`src/hw/edge_irq_pkg.sv`:
```
// Purpose: Constants and carrier types for the edge interrupt flag unit
// Assumes: 8-bit special function register bus, one system clock
// Notes:   What this block does is listed below
//
// What this block does
// RULE1: Flag bits 7:5 read zero, ignore writes
// RULE2: Spare flags set only by software writing one
// RULE3: Serializer flag set on holding register empty
// RULE4: Software clears serializer flag before next byte
// RULE5: Edge flags set even when masked, never hardware-cleared
// RULE6: Sources react to transitions only, not levels
// RULE7: Mode bit picks rising or both edges
// RULE8: Polarity bit inverts selected pin before detector
// RULE9: Source b selector maps 101 to pin 9
// RULE10: Source a selector maps 101 to pin 8
// RULE11: Pins sampled by system clock before detection
// RULE12: Drivers hold pulses over two sampling periods
// RULE13: Detected edges drive timer capture events
// RULE14: Writing zero clears flag; request needs enable
// RULE15: Source enable zero blocks, one allows request
package edge_irq_pkg;

    // ------------------------------------------------------------
    // Register map
    // ------------------------------------------------------------
    localparam logic [7:0] PIN_SELECT_POLARITY_ADDR     = 8'hB7;
    localparam logic [7:0] PENDING_INTERRUPT_FLAGS_ADDR = 8'hBF;
    localparam logic [7:0] PIN_SELECT_POLARITY_RESET    = 8'h00;
    localparam logic [4:0] PENDING_FLAGS_RESET          = 5'h00;
    localparam logic [7:0] FLAGS_WRITABLE_MASK          = 8'h1F;

    // ------------------------------------------------------------
    // Field positions
    // ------------------------------------------------------------
    localparam int EXT_A_SEL_LSB   = 0;
    localparam int EXT_A_INVERT    = 3;
    localparam int EXT_B_SEL_LSB   = 4;
    localparam int EXT_B_INVERT    = 7;
    localparam int FLAG_EXT_A      = 0;
    localparam int FLAG_EXT_B      = 1;
    localparam int FLAG_SERIALIZER = 2;
    localparam int FLAG_SPARE_A    = 3;
    localparam int FLAG_SPARE_B    = 4;
    localparam int NUM_FLAGS       = 5;
    localparam int NUM_SOURCES     = 2;
    localparam int NUM_PINS        = 10;

    // Pin reached by selector code 101, per source
    localparam logic [3:0] EXT_A_ALT_PIN = 4'h8;
    localparam logic [3:0] EXT_B_ALT_PIN = 4'h9;

    // ------------------------------------------------------------
    // Carrier types
    // ------------------------------------------------------------
    typedef struct packed {
        logic       wrEn;
        logic       rdEn;
        logic [7:0] addr;
        logic [7:0] wrData;
    } sfr_req_type;

    typedef struct packed {
        logic [4:0] enable;
        logic [1:0] doubleEdge;
    } irq_ctrl_type;

endpackage

```
`src/hw/edge_irq_pin_flags.sv`:
```
// Purpose: Pin-selected edge interrupts with sticky pending flags
// Assumes: Register bus on mclk; gpio pins asynchronous
// Notes:   Enables and edge modes come from registers held elsewhere
`timescale 1ns/100ps
module edge_irq_pin_flags (
    input  wire logic                       mclk,
    input  wire logic                       reset_n,
    input  wire edge_irq_pkg::sfr_req_type  sfrReq,
    output logic [7:0]                      sfrRdData,
    input  wire edge_irq_pkg::irq_ctrl_type irqCtrl,
    input  wire logic [9:0]                 gpioPin,
    input  wire logic                       txHoldEmpty,
    output logic [4:0]                      irqReq,
    output logic                            timer2Capture,
    output logic                            timer3Capture
);
    import edge_irq_pkg::*;

    // ------------------------------------------------------------
    // Configuration register
    // ------------------------------------------------------------
    logic [7:0] pinCfg_ff;
    logic       cfgWr;
    logic       flagWr;

    assign cfgWr  = sfrReq.wrEn && (sfrReq.addr == PIN_SELECT_POLARITY_ADDR);
    assign flagWr = sfrReq.wrEn &&
                    (sfrReq.addr == PENDING_INTERRUPT_FLAGS_ADDR);

    always_ff @(posedge mclk) begin
        if (!reset_n) begin
            pinCfg_ff <= PIN_SELECT_POLARITY_RESET;
        end else if (cfgWr) begin
            pinCfg_ff <= sfrReq.wrData;
        end
    end

    // ------------------------------------------------------------
    // Pin synchroniser
    // ------------------------------------------------------------
    // Two stages; pulses under two clocks may be lost
    logic [9:0] pinMeta_ff;
    logic [9:0] pinSync_ff;

    always_ff @(posedge mclk) begin
        if (!reset_n) begin
            pinMeta_ff <= 10'h000;
            pinSync_ff <= 10'h000;
        end else begin
            pinMeta_ff <= gpioPin; // RULE11
            pinSync_ff <= pinMeta_ff; // RULE11
        end
    end

    // ------------------------------------------------------------
    // Per-source select, invert and edge detect
    // ------------------------------------------------------------
    logic [1:0] srcLevel;
    logic [1:0] srcLevel_ff;
    logic [1:0] edgeHit;
    logic [2:0] selCode [NUM_SOURCES];
    logic [3:0] pinIdx  [NUM_SOURCES];

    // Previous-level register cleared at reset, so a pin sitting
    // high at release shows as a rising edge once it is sampled
    always_ff @(posedge mclk) begin
        if (!reset_n) begin
            srcLevel_ff <= 2'h0;
        end else begin
            srcLevel_ff <= srcLevel;
        end
    end

    genvar s;
    generate
        for (s = 0; s < NUM_SOURCES; s++) begin : g_src
            localparam int SEL_LSB = (s == 0) ? EXT_A_SEL_LSB : EXT_B_SEL_LSB;
            localparam int INV_BIT = (s == 0) ? EXT_A_INVERT : EXT_B_INVERT;
            localparam logic [3:0] ALT = (s == 0) ? EXT_A_ALT_PIN
                                                  : EXT_B_ALT_PIN;
            assign selCode[s] = pinCfg_ff[SEL_LSB +: 3];
            always_comb begin
                if (selCode[s] == 3'h5) begin
                    pinIdx[s] = ALT; // RULE9 RULE10
                end else begin
                    pinIdx[s] = {1'b0, selCode[s]};
                end
            end
            assign srcLevel[s] = pinSync_ff[pinIdx[s]] ^
                                 pinCfg_ff[INV_BIT]; // RULE8
            // Rising edge, or any change in double-edge mode
            assign edgeHit[s] = irqCtrl.doubleEdge[s] ?
                (srcLevel[s] ^ srcLevel_ff[s]) :
                (srcLevel[s] & ~srcLevel_ff[s]); // RULE6 RULE7
        end
    endgenerate

    assign timer2Capture = edgeHit[0]; // RULE13
    assign timer3Capture = edgeHit[1]; // RULE13

    // ------------------------------------------------------------
    // Serializer empty event
    // ------------------------------------------------------------
    logic txEmpty_ff;
    logic txEmptyRise;

    always_ff @(posedge mclk) begin
        if (!reset_n) begin
            txEmpty_ff <= 1'b0;
        end else begin
            txEmpty_ff <= txHoldEmpty;
        end
    end

    assign txEmptyRise = txHoldEmpty & ~txEmpty_ff;

    // ------------------------------------------------------------
    // Pending flags
    // ------------------------------------------------------------
    logic [4:0] flags_ff;
    logic [4:0] hwSet;
    logic [4:0] nxt_flags;

    assign hwSet = {2'h0, txEmptyRise, edgeHit}; // RULE2 RULE3 RULE5

    // Hardware set beats a software clear in the same cycle
    always_comb begin
        nxt_flags = flags_ff;
        if (flagWr) begin
            nxt_flags = sfrReq.wrData[4:0]; // RULE14 RULE1
        end
        nxt_flags = nxt_flags | hwSet; // RULE5
    end

    always_ff @(posedge mclk) begin
        if (!reset_n) begin
            flags_ff <= PENDING_FLAGS_RESET;
        end else begin
            flags_ff <= nxt_flags;
        end
    end

    assign irqReq = flags_ff & irqCtrl.enable; // RULE14 RULE15

    // ------------------------------------------------------------
    // Read data
    // ------------------------------------------------------------
    always_ff @(posedge mclk) begin
        if (!reset_n) begin
            sfrRdData <= 8'h00;
        end else if (sfrReq.rdEn) begin
            case (sfrReq.addr)
                PIN_SELECT_POLARITY_ADDR:     sfrRdData <= pinCfg_ff;
                PENDING_INTERRUPT_FLAGS_ADDR:
                    sfrRdData <= {3'h0, flags_ff}; // RULE1
                default:                      sfrRdData <= 8'h00;
            endcase
        end
    end

    // ------------------------------------------------------------
    // Checks
    // ------------------------------------------------------------
    // Counts edges since reset so that the level, edge-mode and sampler checks looking back in time
    // never compare against values from inside the reset window
    logic [1:0] settle_ff;

    always_ff @(posedge mclk) begin
        if (!reset_n) begin
            settle_ff <= 2'h0;
        end else if (settle_ff != 2'h3) begin
            settle_ff <= settle_ff + 2'h1;
        end
    end

    AST_UPPER_ZERO: assert property ( // RULE1
        @(posedge mclk) disable iff (!reset_n)
        $past(sfrReq.rdEn) &&
        ($past(sfrReq.addr) == PENDING_INTERRUPT_FLAGS_ADDR)
        |-> sfrRdData[7:5] == 3'h0)
        else $error("Upper flag bits not zero");

    AST_FLAGS_READBACK: assert property ( // RULE1
        @(posedge mclk) disable iff (!reset_n)
        $past(sfrReq.rdEn) &&
        ($past(sfrReq.addr) == PENDING_INTERRUPT_FLAGS_ADDR)
        |-> sfrRdData[4:0] == $past(flags_ff))
        else $error("Flag read data wrong");

    AST_SPARE_SET: assert property ( // RULE2
        @(posedge mclk) disable iff (!reset_n)
        flagWr && sfrReq.wrData[FLAG_SPARE_A] |=> flags_ff[FLAG_SPARE_A])
        else $error("Spare flag not set");

    AST_SPARE_B_SET: assert property ( // RULE2
        @(posedge mclk) disable iff (!reset_n)
        flagWr && sfrReq.wrData[FLAG_SPARE_B] |=> flags_ff[FLAG_SPARE_B])
        else $error("Second spare flag not set");

    AST_SPARE_HOLD: assert property ( // RULE2
        @(posedge mclk) disable iff (!reset_n)
        !flagWr && !flags_ff[FLAG_SPARE_B] |=> !flags_ff[FLAG_SPARE_B])
        else $error("Spare set by hardware");

    AST_SPARE_A_HOLD: assert property ( // RULE2
        @(posedge mclk) disable iff (!reset_n)
        !flagWr && !flags_ff[FLAG_SPARE_A] |=> !flags_ff[FLAG_SPARE_A])
        else $error("First spare set by hardware");

    AST_SER_SET: assert property ( // RULE3
        @(posedge mclk) disable iff (!reset_n)
        txHoldEmpty && !txEmpty_ff |=> flags_ff[FLAG_SERIALIZER])
        else $error("Serializer flag missed");

    AST_SER_HOLD: assert property ( // RULE3
        @(posedge mclk) disable iff (!reset_n)
        !flagWr && flags_ff[FLAG_SERIALIZER] |=> flags_ff[FLAG_SERIALIZER])
        else $error("Serializer flag cleared by hardware");

    AST_EDGE_SET: assert property ( // RULE5
        @(posedge mclk) disable iff (!reset_n)
        edgeHit[0] |=> flags_ff[FLAG_EXT_A])
        else $error("Edge flag missed");

    AST_EDGE_B_SET: assert property ( // RULE5
        @(posedge mclk) disable iff (!reset_n)
        edgeHit[1] |=> flags_ff[FLAG_EXT_B])
        else $error("Second edge flag missed");

    AST_NO_HW_CLEAR: assert property ( // RULE5
        @(posedge mclk) disable iff (!reset_n)
        !flagWr && flags_ff[FLAG_EXT_B] |=> flags_ff[FLAG_EXT_B])
        else $error("Flag cleared by hardware");

    AST_NO_HW_CLEAR_A: assert property ( // RULE5
        @(posedge mclk) disable iff (!reset_n)
        !flagWr && flags_ff[FLAG_EXT_A] |=> flags_ff[FLAG_EXT_A])
        else $error("First flag cleared by hardware");

    AST_REQ_EDGE_B: assert property ( // RULE15
        @(posedge mclk) disable iff (!reset_n)
        flags_ff[FLAG_EXT_B] && irqCtrl.enable[FLAG_EXT_B]
        |-> irqReq[FLAG_EXT_B])
        else $error("Enabled edge request missing");

    AST_SW_CLEAR: assert property ( // RULE14
        @(posedge mclk) disable iff (!reset_n)
        flagWr && !sfrReq.wrData[FLAG_SPARE_B] |=> !flags_ff[FLAG_SPARE_B])
        else $error("Software clear ignored");

    AST_REQ_RAISED: assert property ( // RULE14
        @(posedge mclk) disable iff (!reset_n)
        flags_ff[FLAG_SPARE_B] && irqCtrl.enable[FLAG_SPARE_B]
        |-> irqReq[FLAG_SPARE_B])
        else $error("Enabled spare request missing");

    AST_IRQ_MASK: assert property ( // RULE15
        @(posedge mclk) disable iff (!reset_n)
        !irqCtrl.enable[FLAG_EXT_A] |-> !irqReq[FLAG_EXT_A])
        else $error("Masked request asserted");

    AST_IRQ_MASK_B: assert property ( // RULE15
        @(posedge mclk) disable iff (!reset_n)
        !irqCtrl.enable[FLAG_EXT_B] |-> !irqReq[FLAG_EXT_B])
        else $error("Second masked request asserted");

    AST_NO_LEVEL: assert property ( // RULE6
        @(posedge mclk) disable iff (!reset_n)
        (settle_ff != 2'h0) && $stable(srcLevel) &&
        $stable(irqCtrl.doubleEdge) |-> edgeHit == 2'h0)
        else $error("Edge on steady level");

    AST_RISE_ONLY: assert property ( // RULE7
        @(posedge mclk) disable iff (!reset_n)
        (settle_ff != 2'h0) && !irqCtrl.doubleEdge[0] &&
        $fell(srcLevel[0]) |-> !edgeHit[0])
        else $error("Falling edge seen in single edge mode");

    AST_BOTH_EDGES: assert property ( // RULE7
        @(posedge mclk) disable iff (!reset_n)
        (settle_ff != 2'h0) && irqCtrl.doubleEdge[1] &&
        $changed(srcLevel[1]) |-> edgeHit[1])
        else $error("Edge missed in double edge mode");

    AST_SEL_A_ALT: assert property ( // RULE10
        @(posedge mclk) disable iff (!reset_n)
        (pinCfg_ff[EXT_A_SEL_LSB +: 3] == 3'h5) && !pinCfg_ff[EXT_A_INVERT]
        |-> srcLevel[0] == pinSync_ff[EXT_A_ALT_PIN])
        else $error("First source alternate pin wrong");

    AST_SEL_B_ALT: assert property ( // RULE9
        @(posedge mclk) disable iff (!reset_n)
        (pinCfg_ff[EXT_B_SEL_LSB +: 3] == 3'h5) && !pinCfg_ff[EXT_B_INVERT]
        |-> srcLevel[1] == pinSync_ff[EXT_B_ALT_PIN])
        else $error("Second source alternate pin wrong");

    AST_SEL_LOW: assert property ( // RULE9
        @(posedge mclk) disable iff (!reset_n)
        (pinCfg_ff[EXT_B_SEL_LSB +: 3] == 3'h6) && !pinCfg_ff[EXT_B_INVERT]
        |-> srcLevel[1] == pinSync_ff[6])
        else $error("Second source pin six wrong");

    AST_INVERT: assert property ( // RULE8
        @(posedge mclk) disable iff (!reset_n)
        (pinCfg_ff[EXT_A_SEL_LSB +: 3] == 3'h0) && pinCfg_ff[EXT_A_INVERT]
        |-> srcLevel[0] != pinSync_ff[0])
        else $error("Polarity bit did not invert");

    AST_SYNC_TWO: assert property ( // RULE11
        @(posedge mclk) disable iff (!reset_n)
        (settle_ff == 2'h3) |-> pinSync_ff == $past(gpioPin, 2))
        else $error("Pin sampler depth wrong");

    AST_CAPTURE: assert property ( // RULE13
        @(posedge mclk) disable iff (!reset_n)
        timer3Capture |=> flags_ff[FLAG_EXT_B])
        else $error("Capture without flag");

    AST_CAPTURE_A: assert property ( // RULE13
        @(posedge mclk) disable iff (!reset_n)
        timer2Capture |=> flags_ff[FLAG_EXT_A])
        else $error("First capture without flag");

endmodule

```
`config.mk`:
```
export PLATFORM = sky130hd
export DESIGN_NAME = edge_irq_pin_flags
export DESIGN_NICKNAME = d
export VERILOG_FILES = /design/src/hw/edge_irq_pkg.sv /design/src/hw/edge_irq_pin_flags.sv
export SDC_FILE = /design/constraint.sdc
export NUM_CORES = 1
export LEC_CHECK = 0
export BUFFER_PORTS_ARGS = -buffer_cell sky130_fd_sc_hd__buf_2
export CORE_MARGIN = 1
export CORE_UTILIZATION = 53
export CTS_BUF_LIST = sky130_fd_sc_hd__clkbuf_8
export DETAILED_ROUTE_END_ITERATION = 12
export GPL_ROUTABILITY_DRIVEN = 0
export HOLD_SLACK_MARGIN = 0.15
export MAX_ROUTING_LAYER = met4
export PLACE_DENSITY_LB_ADDON = 0.1
export SETUP_SLACK_MARGIN = 0.02
export SKIP_LAST_GASP = 1
export SYNTH_ARGS = -nofsm -noshare
export SYNTH_HDL_FRONTEND = slang
export SYNTH_SLANG_ARGS = --single-unit
```
`constraint.sdc`:
```
create_clock -name mclk -period 2.6 [get_ports mclk]
set_input_delay 0.39 -clock mclk [delete_from_list [all_inputs] [get_ports mclk]]
set_output_delay 0.39 -clock mclk [all_outputs]
set_load 0.01 [all_outputs]
```
# Word-level counts from Yosys, hierarchy flattened
# Index checks and enable logic that the tools add are counted.
# classes
magnitude_cmp	2
n_eq_ne	4
n_mux	10
bitwise	12
n_reduce_logical	2
# op_table
cell	n
equality test 8 bit (second input constant)	2
case mux 8 bit (2 select lines)	1
less-than comparator 4 x 5 -> 1 bit (second input constant)	2
binary-select mux 1 bit (select 4 bit)	2
2-to-1 mux 4 bit	2
equality test 3 bit (second input constant)	2
AND 5 bit	1
2-to-1 mux 5 bit	1
OR 5 x 3 -> 5 bit	1
2-to-1 mux 1 bit	4
XOR 1 bit	4
AND 1 bit	3
inverter 1 bit	3
logical AND 1 bit	2
# totals
reg_bits	44
in_bits	38
out_inout_bits	15

# Longest topological paths before layout
# depth
word_depth	8
ltp_mapped	7

# Worst setup path after synthesis
# Ideal clock, no wire load.
# synth_timing
kind	register to output
from	reg pinCfg_ff[4]
to	out timer3Capture
t_arrival_ns	1.787
required_time_ns	2.210
setup_slack_ns	0.423
stages_incl_launch_ff	6
n_path_buf	0
path_cell_list	dfxtp_1 > mux4_1 > mux2i_2 > xnor2_1 > ha_1 > a21oi_1
# synth_via
elab_chain_cells	7
elab_cells_between_ends	8
cone_classes	eq/ne: 1; mux: 4; bitwise: 3
# synth_rtl
element	line_no	source
from (decl)	edge_irq_pin_flags.sv:22	logic [7:0] pinCfg_ff;
from (signal assigned)	edge_irq_pin_flags.sv:34	pinCfg_ff <= sfrReq.wrData;
equality test 3 bit	edge_irq_pin_flags.sv:83	if (selCode[s] == 3'h5) begin
2-to-1 mux 4 bit *	edge_irq_pin_flags.sv:83	
binary-select mux 1 bit (select 4 bit) *	edge_irq_pin_flags.sv:89	assign srcLevel[s] = pinSync_ff[pinIdx[s]] ^
2-to-1 mux 1 bit (not written as such) *	edge_irq_pin_flags.sv:89	
XOR 1 bit *	edge_irq_pin_flags.sv:89	
via srcLevel[1]	edge_irq_pin_flags.sv:58	logic [1:0] srcLevel;
AND 1 bit or XOR 1 bit (tied branches)	edge_irq_pin_flags.sv:94, edge_irq_pin_flags.sv:93	
2-to-1 mux 1 bit *	edge_irq_pin_flags.sv:92	assign edgeHit[s] = irqCtrl.doubleEdge[s] ?
to (decl)	edge_irq_pin_flags.sv:15	output logic timer3Capture
# The timed path passes the listed nets; every way through them passes the cells marked *. The select of a mux whose other input is x is not followed.

# Worst setup path in the final report
# layout_timing
from	reg pinCfg_ff[1]
to	out timer2Capture
# layout_via
elab_chain_cells	7
elab_cells_between_ends	8
cone_classes	eq/ne: 1; mux: 4; bitwise: 3
# layout_rtl
element	line_no	source
equality test 3 bit	edge_irq_pin_flags.sv:83	
2-to-1 mux 4 bit *	edge_irq_pin_flags.sv:83	
binary-select mux 1 bit (select 4 bit) *	edge_irq_pin_flags.sv:89	
2-to-1 mux 1 bit (not written as such) *	edge_irq_pin_flags.sv:89	
XOR 1 bit *	edge_irq_pin_flags.sv:89	
via srcLevel[0]	edge_irq_pin_flags.sv:58	
AND 1 bit or XOR 1 bit (tied branches)	edge_irq_pin_flags.sv:94, edge_irq_pin_flags.sv:93	
2-to-1 mux 1 bit *	edge_irq_pin_flags.sv:92	
to (decl)	edge_irq_pin_flags.sv:14	output logic timer2Capture,
# Marks and branches as above.

==> results.rst <==
.. list-table::
   :header-rows: 1

   * - Metric
     - Value
   * - Pwr Density
     - 592 nW/um2
   * - Leak
     - 0.876 nW
   * - Fin crit share
     - 96.4%
   * - Wire length after detailed routing
     - 3.61 mm
   * - Largest net degree at the start of global routing
     - 32
   * - Average instance area after synthesis
     - 9.80 um2
   * - Cell count after synthesis
     - 182
   * - Antenna Diode Count
     - 0
   * - TritonCTS buffer count
     - 5
   * - Routed wire per std cell
     - 13.1 um
   * - Average vias per placed instance
     - 5.53
   * - Shortest period the worst path allows
     - 2.51 ns
   * - Worst Max-Slew Pin Slew
     - 0.818 ns
   * - Global-route wire length before repair
     - 5.84 mm
   * - Fill count
     - 253
   * - Clock tree skew after final layout
     - 0.00964 ns
   * - Total congestion overflow
     - 0
   * - Via count of the first global-routing pass
     - 1362
   * - Total negative slack
     - 0 ns
   * - Most common library cell in the layout ignoring fill and taps
     - sky130_fd_sc_hd__buf_2
   * - Number of hold violations in the final report
     - 0
   * - Detailed Route Iter0 Violations
     - 85
   * - Total DRC errors in the routed layout
     - 0
   * - Post-Synthesis Cell Area
     - 1780 um2
   * - Synthesis-to-finish area growth
     - 21.8%
   * - Cell area after layout
     - 2170 um2
   * - Data required time of the worst path
     - 2.21 ns
   * - Number of max-capacitance violations reported
     - 0
   * - Leading cell types by total area after synthesis
     - sky130_fd_sc_hd__dfxtp_1 47%, sky130_fd_sc_hd__and2_1 8.4%, sky130_fd_sc_hd__mux4_1 5.9%, sky130_fd_sc_hd__nand4_1 4.9%, sky130_fd_sc_hd__o31ai_1 4.2%
   * - Number of different library cells in the post-synthesis netlist
     - 27
   * - Number of placed I/O pins
     - 53
   * - Post-layout nets
     - 270
   * - Final setup vio count
     - 0
   * - Row cnt
     - 20
   * - Maximum level of the CTS H-tree
     - 2
   * - Register bit count reported by yosys
     - 42
   * - Number of buffers added to fix hold violations after cts
     - 0
   * - Share of final-layout standard cells stronger than drive strength 1
     - 30.7%
   * - Clock-pin slew of the registers on the worst-case setup and hold paths
     - 0.08 ns
   * - DP Area
     - 2040 um2
   * - Commonest cells after routing, fill and taps aside
     - 51 x sky130_fd_sc_hd__buf_2, 40 x sky130_fd_sc_hd__dfxtp_1, 24 x sky130_fd_sc_hd__and2_1
   * - Endpoint kind of the worst setup timing path
     - output port
   * - Peak Freq
     - 0.399 GHz
   * - Area leader, netlist
     - sky130_fd_sc_hd__dfxtp_1
   * - Die Y-Extent
     - 60 um
   * - Max-slew headroom at the worst pin
     - 45.4%
   * - Placed wire-length estimate
     - 2.58 mm
   * - Antenna-violating nets left
     - 0
   * - Initial Util
     - 57.0%
   * - Number of antenna violations at the first check in global routing
     - 0
   * - Worst Setup Path Type
     - reg -> out
   * - Arrival time at the worst endpoint
     - 2.12 ns
   * - Die Outline Area
     - 3600 um2
   * - RSZ-0062 raised after global routing
     - yes
   * - Vias
     - 1521
   * - Hold/Removal Path Class
     - in -> reg
   * - Gr usage total
     - 22.6%
   * - Core region area
     - 3130 um2
   * - Share of the synthesized area in the top cell type
     - 47.2%
   * - Router iterations before antenna repair
     - 5
   * - Total Power
     - 1.28 mW
   * - Post-synth net total
     - 222
   * - Total count of max-transition violations in the final report
     - 0
   * - Maximum count of clock buffers along a single path
     - 2
   * - Horizontal die dimension
     - 60 um
   * - Worst setup SP type
     - flop
   * - Clock tree from TritonCTS
     - yes
   * - Post-synthesis sequential area ratio
     - 47.2%
   * - Clock root cell
     - sky130_fd_sc_hd__clkbuf_8
   * - Post-route worst hold slack
     - 0.295 ns
   * - Result of the run
     - finished, final reports clean
   * - Yosys warnings
     - 0
   * - Critical Path Fanout Max
     - 4
   * - Max IR drop VDD
     - 461 uV
   * - CTS Sinks
     - 42
   * - Total of buffers placed on input and output ports
     - 51
   * - Worst-skew pair later-pin latency
     - 0.30 ns
==> cells by family after synthesis <==
family	synth area share, %
and+or+nand+nor	22.9
DFF	47.2
AOI/OAI and AO/OA	14.2
buffers and inverters	4.21
muxes	9.12
xor gates and xnor gates	0.983
adders and majority gates	1.40
==> worst paths after layout <==
path / start / end / slack, ns / cells after the start
setup / recovery: pinCfg_ff[1]$_SDFFE_PN0P_ / timer2Capture / 0.09 / 6
hold reg to reg: pinMeta_ff[3]$_SDFF_PN0_ / pinSync_ff[3]$_SDFF_PN0_ / 0.43 / 1
setup reg to reg: pinCfg_ff[1]$_SDFFE_PN0P_ / flags_ff[0]$_SDFF_PN0_ / 0.66 / 6
hold / removal: gpioPin[7] / pinMeta_ff[7]$_SDFF_PN0_ / 0.30 / 2
==> layer usage <==
| metal | part of all wire (%) | up-vias | global-route usage (%) |
|---|---|---|---|
| li1 | - | 758 | - |
| met1 | 45 | 690 | 28.2 |
| met2 | 47 | 65 | 35.2 |
| met3 | 6.4 | 8 | 5.84 |
| met4 | 1.2 | 0 | 8.64 |
| met5 | 0 | - | - |
==> repair_timing <==
item                       in CTS  in global routing
setup buffers                   2                  1
setup endpoints to repair       2                  2
resized for setup               2                  6
==> final cells by class <==
type | instances | area (um2) | share of cell area [%]
Clock buffer | 5 | 68.8 | 3.17
Clock inverter | 3 | 41.3 | 1.90
Inverter | 5 | 18.8 | 0.865
Multi-Input combinational cell | 121 | 856 | 39.4
Sequential cell | 42 | 846 | 39.0
Tap cell | 44 | 55.1 | 2.54
Timing Repair Buffer | 55 | 285 | 13.1
==> report_power, final <==
group / switching (mW) / leakage (nW) / internal (mW) / total, mW
clock: 0.215 / 0.0556 / 0.282 / 0.497
sequential: 0.00925 / 0.346 / 0.664 / 0.673
combinational: 0.0592 / 0.475 / 0.0544 / 0.114
total: 0.283 / 0.876 / 1.00 / 1.28
==> flip-flops by register name, indices dropped and copies added, names as in the netlist <==
| register | count |
|---|---|
| pinMeta_ff | 9 |
| pinSync_ff | 9 |
| pinCfg_ff | 8 |
| sfrRdData | 8 |
| flags_ff | 5 |
| srcLevel_ff | 2 |
| txEmpty_ff | 1 |
==> worst max-delay path, stage by stage, from the launching register on <==
cell and delay [ns]:
sky130_fd_sc_hd__dfxtp_2 0.38, sky130_fd_sc_hd__mux4_2 0.52, sky130_fd_sc_hd__mux2i_2 0.21, sky130_fd_sc_hd__xnor2_1 0.15, sky130_fd_sc_hd__ha_1 0.24, sky130_fd_sc_hd__mux2i_1 0.17
sky130_fd_sc_hd__buf_2 0.16
==> synthesized netlist by cell type <==
cell,n
sky130_fd_sc_hd__dfxtp_1,42
sky130_fd_sc_hd__and2_1,24
sky130_fd_sc_hd__a21oi_1,14
sky130_fd_sc_hd__nand4_1,14
sky130_fd_sc_hd__clkbuf_1,11
sky130_fd_sc_hd__nand3_1,10
sky130_fd_sc_hd__o31ai_1,10
sky130_fd_sc_hd__a31oi_1,5
sky130_fd_sc_hd__inv_1,5
sky130_fd_sc_hd__nand2b_1,5
sky130_fd_sc_hd__o21ai_0,5
sky130_fd_sc_hd__mux4_1,4
sky130_fd_sc_hd__nand2_1,4
sky130_fd_sc_hd__o31a_1,4
sky130_fd_sc_hd__buf_2,3
sky130_fd_sc_hd__mux2i_1,3
sky130_fd_sc_hd__nor3_1,3
sky130_fd_sc_hd__and4b_1,2
sky130_fd_sc_hd__ha_1,2
sky130_fd_sc_hd__mux2i_2,2
sky130_fd_sc_hd__nand4b_1,2
sky130_fd_sc_hd__nor2_1,2
sky130_fd_sc_hd__xnor2_1,2
sky130_fd_sc_hd__a211oi_1,1
sky130_fd_sc_hd__a311oi_1,1
sky130_fd_sc_hd__and4_1,1
sky130_fd_sc_hd__nor2b_1,1
==> metrics by stage <==
stage | std cells | worst slack [ns] | util (%)
4_1_cts | 274 | -0.00451 | 69.4
2_1_floorplan | 182 | 0.423 | -
3_3_place_gp | 264 | 0.267 | 65.4
5_1_grt | 275 | 0.0126 | 69.4
3_5_place_dp | 264 | 0.241 | 65.4
6_report | 275 | 0.0923 | 69.4
(Power assumes the default switching activity.)
